File: config.mk
export PLATFORM = sky130hd
export DESIGN_NAME = slx_serial_lane_crossbar
export DESIGN_NICKNAME = d
export VERILOG_FILES = /design/src/slx_pkg.sv /design/src/slx_serial_lane_crossbar.sv
export SDC_FILE = /design/constraint.sdc
export NUM_CORES = 2
export LEC_CHECK = 0
export ABC_CLOCK_PERIOD_IN_PS = 3400
export BUFFER_PORTS_ARGS = -buffer_cell sky130_fd_sc_hd__buf_2
export CAP_MARGIN = 0
export CORE_ASPECT_RATIO = 1.75
export CORE_UTILIZATION = 45
export DETAILED_ROUTE_END_ITERATION = 8
export PLACE_DENSITY_LB_ADDON = 0.1
export SLEW_MARGIN = 10
export SYNTH_ARGS = -nofsm -noshare
export SYNTH_HDL_FRONTEND = slang
export SYNTH_SLANG_ARGS = --single-unit
File: constraint.sdc
create_clock -name core_clk -period 3.4 [get_ports core_clk]
set_input_delay 0 -clock core_clk [delete_from_list [all_inputs] [get_ports core_clk]]
set_output_delay 0 -clock core_clk [all_outputs]
set_load 0.005 [all_outputs]
File: src/slx_pkg.sv
// Constants for the serial lane crossbar.
//
// Behaviour
// - A 3-bit source select of value N routes physical input N to its lane.
// - Logical lane 2 select sits in bits 2:0 at 0x309, read-write, reset 2.
// - Logical lane 5 select sits in bits 5:3 at 0x30A, read-write, reset 5.
// - Logical lane 4 select sits in bits 2:0 at 0x30A, read-write, reset 4.
// - Logical lane 7 select sits in bits 5:3 at 0x30B, read-write, reset 7.
// - Logical lane 6 select sits in bits 2:0 at 0x30B, read-write, reset 6.
package slx_pkg;

    // ------------------------------------------------------------
    // data path
    // ------------------------------------------------------------
    localparam int DATA_W = 32;
    localparam int PHYS_LANES = 8;
    localparam int OUT_LANES = 5;
    localparam int FIFO_DEPTH = 16;
    localparam int SEL_W = 3;

    // ------------------------------------------------------------
    // register map
    // ------------------------------------------------------------
    localparam int ADDR_W = 12;
    localparam logic [11:0] OFS_SEL_2_3 = 12'h309;
    localparam logic [11:0] OFS_SEL_4_5 = 12'h30A;
    localparam logic [11:0] OFS_SEL_6_7 = 12'h30B;
    localparam int LO_FIELD_LSB = 0;
    localparam int HI_FIELD_LSB = 3;

    // select reset values, output slot k holds lanes 2,4,5,6,7
    localparam logic [2:0] RST_LANE2 = 3'h2;
    localparam logic [2:0] RST_LANE4 = 3'h4;
    localparam logic [2:0] RST_LANE5 = 3'h5;
    localparam logic [2:0] RST_LANE6 = 3'h6;
    localparam logic [2:0] RST_LANE7 = 3'h7;
    localparam logic [14:0] RST_SELS =
        {RST_LANE7, RST_LANE6, RST_LANE5, RST_LANE4, RST_LANE2};

endpackage

File: src/slx_serial_lane_crossbar.sv
// Lane FIFO and the crossbar top with its select registers.

// ------------------------------------------------------------
// slx_fifo: first-word-fall-through buffer
// ------------------------------------------------------------
module slx_fifo #(
    parameter int WIDTH = 32,
    parameter int DEPTH = 16
) (
    input wire logic core_clk,
    input wire logic rst_n,
    input wire logic in_valid,
    output logic in_ready,
    input wire logic [WIDTH-1:0] in_data,
    output logic out_valid,
    input wire logic out_ready,
    output logic [WIDTH-1:0] out_data
);
    localparam int PW = $clog2(DEPTH);

    logic [WIDTH-1:0] mem [DEPTH];
    logic [PW:0] wr_ptr, rd_ptr, next_wr_ptr, next_rd_ptr;
    logic push, pop;

    // extra pointer bit tells full from empty
    assign in_ready = (wr_ptr[PW] == rd_ptr[PW]) ||
                      (wr_ptr[PW-1:0] != rd_ptr[PW-1:0]);
    assign out_valid = (wr_ptr != rd_ptr);
    assign out_data = mem[rd_ptr[PW-1:0]];
    assign push = in_valid && in_ready;
    assign pop = out_valid && out_ready;

    // pointer advance
    always_comb begin
        next_wr_ptr = push ? wr_ptr + 1'b1 : wr_ptr;
        next_rd_ptr = pop ? rd_ptr + 1'b1 : rd_ptr;
    end

    always_ff @(posedge core_clk or negedge rst_n) begin
        if (!rst_n) begin
            wr_ptr <= '0;
            rd_ptr <= '0;
        end else begin
            wr_ptr <= next_wr_ptr;
            rd_ptr <= next_rd_ptr;
        end
    end

    // storage has no reset, only written words are ever read
    always_ff @(posedge core_clk) begin
        if (push) begin
            mem[wr_ptr[PW-1:0]] <= in_data;
        end
    end
endmodule

// ------------------------------------------------------------
// slx_serial_lane_crossbar: top
// ------------------------------------------------------------
module slx_serial_lane_crossbar (
    input wire logic core_clk,
    input wire logic rst_n,
    input wire logic [11:0] reg_addr,
    input wire logic reg_we,
    input wire logic reg_re,
    input wire logic [7:0] reg_wdata,
    output logic [7:0] reg_rdata,
    output logic reg_rvalid,
    input wire logic [7:0] phys_valid,
    output logic [7:0] phys_ready,
    input wire logic [255:0] phys_data,
    output logic [4:0] lane_valid,
    input wire logic [4:0] lane_ready,
    output logic [159:0] lane_data
);
    localparam int W = slx_pkg::DATA_W;
    localparam int NO = slx_pkg::OUT_LANES;
    localparam int NP = slx_pkg::PHYS_LANES;

    logic rst_meta_n, rst_sync_n;
    logic [14:0] sel, next_sel;
    logic [7:0] next_rdata;
    logic next_rvalid;
    logic [NO-1:0] fifo_in_valid, fifo_in_ready;
    logic [NO*W-1:0] fifo_in_data;

    // ------------------------------------------------------------
    // reset release through two flops
    // ------------------------------------------------------------
    always_ff @(posedge core_clk or negedge rst_n) begin
        if (!rst_n) begin
            rst_meta_n <= 1'b0;
            rst_sync_n <= 1'b0;
        end else begin
            rst_meta_n <= 1'b1;
            rst_sync_n <= rst_meta_n;
        end
    end

    // ------------------------------------------------------------
    // select registers
    // ------------------------------------------------------------
    // writes touch only the addressed fields; bits 7:6 are not stored
    always_comb begin
        next_sel = sel;
        next_rdata = 8'h00;
        next_rvalid = reg_re;
        if (reg_we && reg_addr == slx_pkg::OFS_SEL_2_3) begin
            next_sel[2:0] = reg_wdata[2:0];
        end else if (reg_we && reg_addr == slx_pkg::OFS_SEL_4_5) begin
            next_sel[5:3] = reg_wdata[2:0];
            next_sel[8:6] = reg_wdata[5:3];
        end else if (reg_we && reg_addr == slx_pkg::OFS_SEL_6_7) begin
            next_sel[11:9] = reg_wdata[2:0];
            next_sel[14:12] = reg_wdata[5:3];
        end
        // lane 3 lives elsewhere, so its field reads zero here
        if (reg_addr == slx_pkg::OFS_SEL_2_3) begin
            next_rdata = {5'h00, sel[2:0]};
        end else if (reg_addr == slx_pkg::OFS_SEL_4_5) begin
            next_rdata = {2'h0, sel[8:6], sel[5:3]};
        end else if (reg_addr == slx_pkg::OFS_SEL_6_7) begin
            next_rdata = {2'h0, sel[14:12], sel[11:9]};
        end
        if (!reg_re) begin
            next_rdata = 8'h00;
        end
    end

    always_ff @(posedge core_clk or negedge rst_sync_n) begin
        if (!rst_sync_n) begin
            sel <= slx_pkg::RST_SELS;
            reg_rdata <= 8'h00;
            reg_rvalid <= 1'b0;
        end else begin
            sel <= next_sel;
            reg_rdata <= next_rdata;
            reg_rvalid <= next_rvalid;
        end
    end

    // ------------------------------------------------------------
    // crossbar and back-pressure
    // ------------------------------------------------------------
    // each slot muxes with its own select only, so a change moves one lane
    always_comb begin
        for (int k = 0; k < NO; k++) begin
            fifo_in_valid[k] = phys_valid[sel[k*3 +: 3]];
            fifo_in_data[k*W +: W] = phys_data[sel[k*3 +: 3]*W +: W];
        end
        // a shared input waits for every lane that takes it
        for (int n = 0; n < NP; n++) begin
            phys_ready[n] = 1'b1;
            for (int k = 0; k < NO; k++) begin
                if (sel[k*3 +: 3] == n[2:0]) begin
                    phys_ready[n] = phys_ready[n] & fifo_in_ready[k];
                end
            end
        end
    end

    // one buffer per logical lane
    for (genvar k = 0; k < NO; k++) begin : g_lane
        slx_fifo #(
            .WIDTH(W),
            .DEPTH(slx_pkg::FIFO_DEPTH)
        ) u_fifo (
            .core_clk(core_clk),
            .rst_n(rst_sync_n),
            .in_valid(fifo_in_valid[k] && phys_ready[sel[k*3 +: 3]]),
            .in_ready(fifo_in_ready[k]),
            .in_data(fifo_in_data[k*W +: W]),
            .out_valid(lane_valid[k]),
            .out_ready(lane_ready[k]),
            .out_data(lane_data[k*W +: W])
        );
    end
endmodule

# Word level (Yosys, flattened, before mapping)
# Memories as Yosys holds them, arrays and structs flattened.
# Index checks and enable logic that the tools add are counted.
[op_classes]
n_reduce_logical = 30
n_lt_le_gt_ge = 5
n_eq_ne = 53
bitwise = 34
shifts = 5
mux = 74
add_sub_neg = 10
[op_table]
columns = ["cell", "n"]
rows = [
  ["256-bit by 9-bit indexed part select with 32-bit output", 5],
  ["3-bit equality test (second input constant)", 20],
  ["1-bit two-way mux", 60],
  ["5-bit by 1-bit adder with 5-bit output (second input constant)", 10],
  ["12-bit by 10-bit equality test with 1-bit output (second input constant)", 3],
  ["1-bit AND", 32],
  ["1-bit binary-select mux with 3-bit select", 10],
  ["3-bit by 2-bit equality test with 1-bit output (second input constant)", 10],
  ["5-bit != test", 5],
  ["3-bit by 4-bit less-than comparator with 1-bit output (second input constant)", 5],
  ["4-bit != test", 5],
  ["1-bit logical AND", 18],
  ["6-bit two-way mux", 3],
  ["3-bit by 1-bit equality test with 1-bit output (second input constant)", 5],
  ["3-bit zero test", 5],
  ["8-bit two-way mux", 1],
  ["1-bit equality test", 5],
  ["1-bit logical OR", 5],
  ["3-bit AND reduction", 1],
  ["1-bit NOT", 2],
  ["2-bit AND reduction", 1],
]
[totals]
ff_bits = 76
input_bits = 293
out_inout_bits = 182
wordCells = 233
ramBits = 2560
memories = 5
[memory_table]
columns = ["name", "depth", "width", "read_ports", "rd_ports_with_merged_regs", "write_ports", "line", "text"]
rows = [
  ["g_lane[0].u_fifo.mem", 16, 32, 1, 0, 1, "slx_serial_lane_crossbar.sv:21", "logic [WIDTH-1:0] mem [DEPTH];"],
  ["g_lane[1].u_fifo.mem", 16, 32, 1, 0, 1, "slx_serial_lane_crossbar.sv:21", ""],
  ["g_lane[2].u_fifo.mem", 16, 32, 1, 0, 1, "slx_serial_lane_crossbar.sv:21", ""],
  ["g_lane[3].u_fifo.mem", 16, 32, 1, 0, 1, "slx_serial_lane_crossbar.sv:21", ""],
  ["g_lane[4].u_fifo.mem", 16, 32, 1, 0, 1, "slx_serial_lane_crossbar.sv:21", ""],
]

# Logic depth before layout (Yosys ltp)
[logic_depth]
word_depth = 17
ltp_mapped = 12
ltp_nobuf = 9

# Cells and area by module
# Synthesis repeated with hierarchy kept, for this count alone.
[unflattened]
hier_cells = 5136
hier_area_um2 = 111080.3
[modules_own_cells]
columns = ["module", "n_inst", "area_each_um2", "cells_per_inst", "seq_area_each_um2"]
rows = [
  ["slx_fifo", 5, 19935.4, 869, 15625.0],
  ["slx_serial_lane_crossbar", 1, 11403.4, 791, 611.8],
]

# Worst setup path before layout
# No wires, ideal clock.
[synth_timing]
path_kind = "register to register"
start = "register g_lane[2].u_fifo.rd_ptr[0]"
end = "memory g_lane[3].u_fifo.mem[3][0], enable pin"
arrival_time_ns = 4.474
setup_ns = 0.461
t_required_ns = 2.939
stages_incl_launch_ff = 11
period_less_slack_ns = 4.935
slack_ns = -1.535
cell_sequence = "dfrtp_1 > buf_2 > xor2_1 > nor4_4 > and2_4 > a311oi_4 > nand2_2 > a221o_1 > a211oi_4 > nand2_1 > nor3_1"
[synth_between]
elab_chain_len = 14
[synth_lines]
columns = ["item", "line", "text"]
rows = [
  ["start: declaration", "slx_serial_lane_crossbar.sv:22", "logic [PW:0] wr_ptr, rd_ptr, next_wr_ptr, next_rd_ptr;"],
  ["start signal: assignment", "slx_serial_lane_crossbar.sv:45", "rd_ptr <= next_rd_ptr;"],
  ["4-bit != test (*)", "slx_serial_lane_crossbar.sv:27", "(wr_ptr[PW-1:0] != rd_ptr[PW-1:0]);"],
  ["1-bit logical OR (*)", "slx_serial_lane_crossbar.sv:26", "assign in_ready = (wr_ptr[PW] == rd_ptr[PW]) ||"],
  ["1-bit AND", "slx_serial_lane_crossbar.sv:156", "phys_ready[n] = phys_ready[n] & fifo_in_ready[k];"],
  ["1-bit two-way mux", "slx_serial_lane_crossbar.sv:155", "if (sel[k*3 +: 3] == n[2:0]) begin"],
  ["1-bit AND", "slx_serial_lane_crossbar.sv:156", ""],
  ["1-bit two-way mux", "slx_serial_lane_crossbar.sv:155", ""],
  ["1-bit AND", "slx_serial_lane_crossbar.sv:156", ""],
  ["1-bit two-way mux", "slx_serial_lane_crossbar.sv:155", ""],
  ["1-bit binary-select mux with 3-bit select (*)", "slx_serial_lane_crossbar.sv:170", ".in_valid(fifo_in_valid[k] && phys_ready[sel[k*3 +: 3]]),"],
  ["1-bit two-way mux (implied by the code) (*)", "slx_serial_lane_crossbar.sv:170", ""],
  ["1-bit logical AND (*)", "slx_serial_lane_crossbar.sv:170", ""],
  ["1-bit logical AND (*)", "slx_serial_lane_crossbar.sv:30", "assign push = in_valid && in_ready;"],
  ["1-bit two-way mux (*)", "slx_serial_lane_crossbar.sv:51", "if (push) begin"],
  ["1-bit two-way mux (implied by the code) (*)", "slx_serial_lane_crossbar.sv:52", "mem[wr_ptr[PW-1:0]] <= in_data;"],
  ["end: declaration", "slx_serial_lane_crossbar.sv:21", ""],
]
# Mark *: on every way between the ends. The rest lies on a longest branch, timed or not. The select of a mux whose other input is x is not followed.

# Worst setup path in the final report
[layout_timing]
start = "register sel[13]"
end = "memory g_lane[4].u_fifo.mem[8][8], data pin"
[layout_between]
elab_chain_len = 1
[layout_lines]
columns = ["item", "line", "text"]
rows = [
  ["start: declaration", "slx_serial_lane_crossbar.sv:81", "logic [14:0] sel, next_sel;"],
  ["start signal: assignment", "slx_serial_lane_crossbar.sv:132", "sel <= slx_pkg::RST_SELS;"],
  ["start signal: assignment", "slx_serial_lane_crossbar.sv:136", "sel <= next_sel;"],
  ["256-bit by 9-bit indexed part select with 32-bit output", "slx_serial_lane_crossbar.sv:149", "fifo_in_data[k*W +: W] = phys_data[sel[k*3 +: 3]*W +: W];"],
  ["via fifo_in_data[136]", "slx_serial_lane_crossbar.sv:85", "logic [NO*W-1:0] fifo_in_data;"],
  ["end: declaration", "slx_serial_lane_crossbar.sv:21", ""],
]
# The timed path passes the listed nets, and every way through them passes these cells.

==> results.tsv <==
metric	value	unit
Core Area	0.2444	mm^2
arrival time at the worst endpoint	4.04	ns
total power	103.7	mW
CP Cell Sequence	buf_4 -> mux4_2 -> dlygate4sd3_1 -> nand2_1 -> nand2_1 -> dlygate4sd3_1 -> buf_4	
final hold violations	0	
worst vdd ir	0.5828	mV
global-route usage over all layers	27.49	%
leakage	43.26	nW
Die W	377.2	um
Highest Signal Layer	met5	
antenna violations before repair	84	
# nets final	6261	
simple-gate portion of the synthesized area	2.170	%
CP top delay family	buffers and inverters	
Clock Path Buffers	4	
first-pass GRT wire length	474100	um
Rel. slew slack	36.74	%
drt first-iter violations	5644	
cts bufs inserted	239	
share of layout cells above drive strength 1	44.42	%
Synth Area in Compound Gates	0.4582	%
adder-cell share of the synthesized area	0.2821	%
RSZ-0062 raised after global routing	true	
Netlist cell types	78	
clk_skew	0.05972	ns
Post-synth EDFFs	2560	
total wire length	346100	um
Setup crit end kind	register	
hold_sp	phys_data[53]	
Synth Warn #	0	
P&R area growth vs syn	20.03	%
DR vias	58180	
critical-path maximum fanout	42	
Worst setup SP type	register	
Syn Inst Count	4888	
R2R Setup Slk	-0.04	ns
flops & latches, synth	2634	
TritonRoute pass-1 iters	7	
gr ovfl total	0	
post-synth top area share	69.34	%
worst hold margin	0.04165	ns
FILL cells	18980	
worst r2r path cells	7	
area of the multi-input gates	0.03144	mm^2
clock sink count	2634	
worst slack at placement	-0.2504	ns
mux share of post-synthesis cell area	24.21	%
clock root buffer	clkbuf_16	
DPL Wire Length	230800	um
met1 wire length	126600	um
full die area	0.2484	mm^2
cell area after synthesis	0.1109	mm^2
met2 WL	181400	um
Area contributors post-synth	edfxtp_1 69%, mux4_2 23%, dfrtp_1 1.5%	
CP max stage delay	0.67	ns
Crit Path Class	register to register	
Crit Reg-Reg Startpoint	sel[13]	
Power Density	779.5	mW/mm^2
Final period util	101.1	%
die extent in y	658.6	um
Starting Density	45.36	%
Slowest-stage cell, CP	dfstp_4	
status	complete, but fails checks	
Final Worst Setup Slack	-0.03851	ns
Finished Core Util	54.44	%
async set-or-reset flop fraction in the synthesized netlist	2.809	%
post-layout min period	3.439	ns
Seq/Total Area, Yosys	71.02	%
most common flop cell mapped by yosys	edfxtp_1	
capturing point of the worst reg2reg path	g_lane[4].u_fifo.mem[8][8]	
H-tree depth	4	
row cnt	240	
Clock transition at path regs	0.07	ns
max_cap viols	0	
port bufs	470	
fmax	290.8	MHz
synthesized area per cell	22.68	um^2
Worst EP required	4.00	ns
failing checks	setup timing	
RePlAce Congestion	0.9312	
buffers and inverters on the worst path	4	
hold depth	5	
largest net degree at the start of global routing	132	
Slew @ Worst Pin	0.9490	ns
Setup-failing EPs final	34	
register area	0.07883	mm^2
XOR/XNOR Fraction of Synth Area	0.5710	%
TritonCTS clock tree	built	
Synth area leader	edfxtp_1	
largest family of logic cells by synthesized area	multiplexers	
wire length on met3	25570	um
clk_lat worst skew	0.90	ns
I/O pin cnt	475	
number of global-route vias before repair	59620	
post-route DRC violation count	0	
Slew Viols, Final	0	
drt via density	6.128	
end of the worst hold path	g_lane[4].u_fifo.mem[8][21]	
Antenna Nets Post-Route	0	
CP Launch Point	sel[13]	
routed len/inst	36.46	um
Hold Crit Class	input pin to register	
[worst min-delay path, cell delays in order]
cell and delay (ns):
buf_2 0.14, mux4_2 0.24, nand2_1 0.05, nand2_1 0.11, buf_4 0.23
[layer usage]
metal	global-route usage [%]	vias up
li1	-	23280
met1	34.87	31920
met2	48.02	2451
met3	5.137	503
met4	7.845	30
met5	0	-
[cell type report]
type / count / share of cell area [%]
clock inverter: 149 / 1.111
clock buffer: 279 / 4.653
timing repair buffer: 1139 / 8.052
tap: 3267 / 3.072
multi-input combinational: 1905 / 23.63
antenna: 97 / 0.1824
inverter: 24 / 0.06769
sequential: 2634 / 59.24
[flip-flops by register name, indices dropped and copies added (netlist names)]
register,cells
g_lane.u_fifo.rd_ptr,25
reg_rvalid,1
g_lane.u_fifo.mem,2560
reg_rdata,6
sel,15
rst_meta_n,1
g_lane.u_fifo.wr_ptr,25
rst_sync_n,1
[cells in the final DEF (no fill, tap or decap), types with 21 or more instances in the layout]
cell / instances
edfxtp_1: 2560
mux4_2: 1122
buf_2: 466
clkbuf_16: 257
buf_4: 247
nand2_1: 240
dlygate4sd3_1: 211
buf_12: 120
mux2_2: 118
diode_2: 97
clkinv_2: 47
clkinv_1: 46
and3_2: 38
dfrtp_1: 38
clkbuf_1: 35
buf_6: 29
xnor2_1: 28
buf_16: 27
bufinv_16: 26
ha_1: 25
inv_1: 22
nor2_1: 21
[synthesized netlist by cell type, types with 7 or more instances]
master and count:
a21oi_1 15, and2_1 33, and3_1 49, and4_1 8, buf_1 102, buf_2 35
buf_4 11, clkbuf_1 172, dfrtp_1 65, dfstp_2 9, edfxtp_1 2560, ha_1 25
inv_1 23, mux2_2 118, mux2i_1 19, mux4_2 1122, nand2_1 245, nand2b_1 11
nand3_1 19, nand4_1 17, nor2_1 32, nor2b_1 10, nor3_1 24, nor4_1 7
o21ai_0 13, xnor2_1 37, xor2_1 26
[cells by family (layout without fill, tap and decap cells)]
| kind of cell | count (synthesis) | count (layout) |
|---|---|---|
| buffers and inverters | 350 | 1591 |
| other | 2 | 100 |
| AOI/OAI and AO/OA | 62 | 62 |
| DFF | 2634 | 2634 |
| xor gates and xnor gates | 68 | 68 |
| and+or+nand+nor | 484 | 484 |
| adders and majority gates | 25 | 25 |
| muxes | 1263 | 1263 |
[through the flow]
stage	cell area, um^2	TNS (ns)	cells
2_1_floorplan	111100	-66.04	4889
3_3_place_gp	120700	-283.85	8690
3_5_place_dp	120700	-231.69	8690
4_1_cts	131700	-19.73	9359
5_1_grt	132900	-15.16	9425
6_report	133100	-0.5634	9494
[power by group]
group          internal (mW)  switching, mW
logic                   17.0           19.4
registers               39.4          0.984
clock network           15.0           12.0
[timing repair]
item / 4_1_cts / 5_1_grt
buffers inserted: 5 / 15
gates resized for setup: 87 / 117
cloned: 25 / 27
setup endpoints to repair: 2333 / 2705
endpoints found under the hold margin: 675 / 0
hold buffers: 211 / 0
pin swaps: 3 / 29
[how the worst max path moves through the flow]
stage,to,slack (ns),cells after the start
2_1_floorplan,g_lane[3].u_fifo.mem[7][0],-0.15,10
3_3_place_gp,g_lane[1].u_fifo.mem[10][31],-0.25,14
3_5_place_dp,g_lane[0].u_fifo.mem[13][19],-0.25,13
4_1_cts,g_lane[4].u_fifo.mem[10][20],-0.08,13
5_1_grt,g_lane[4].u_fifo.mem[0][12],-0.12,12
6_report,g_lane[4].u_fifo.mem[8][8],-0.04,7
Power figures use the tool's default switching activity.
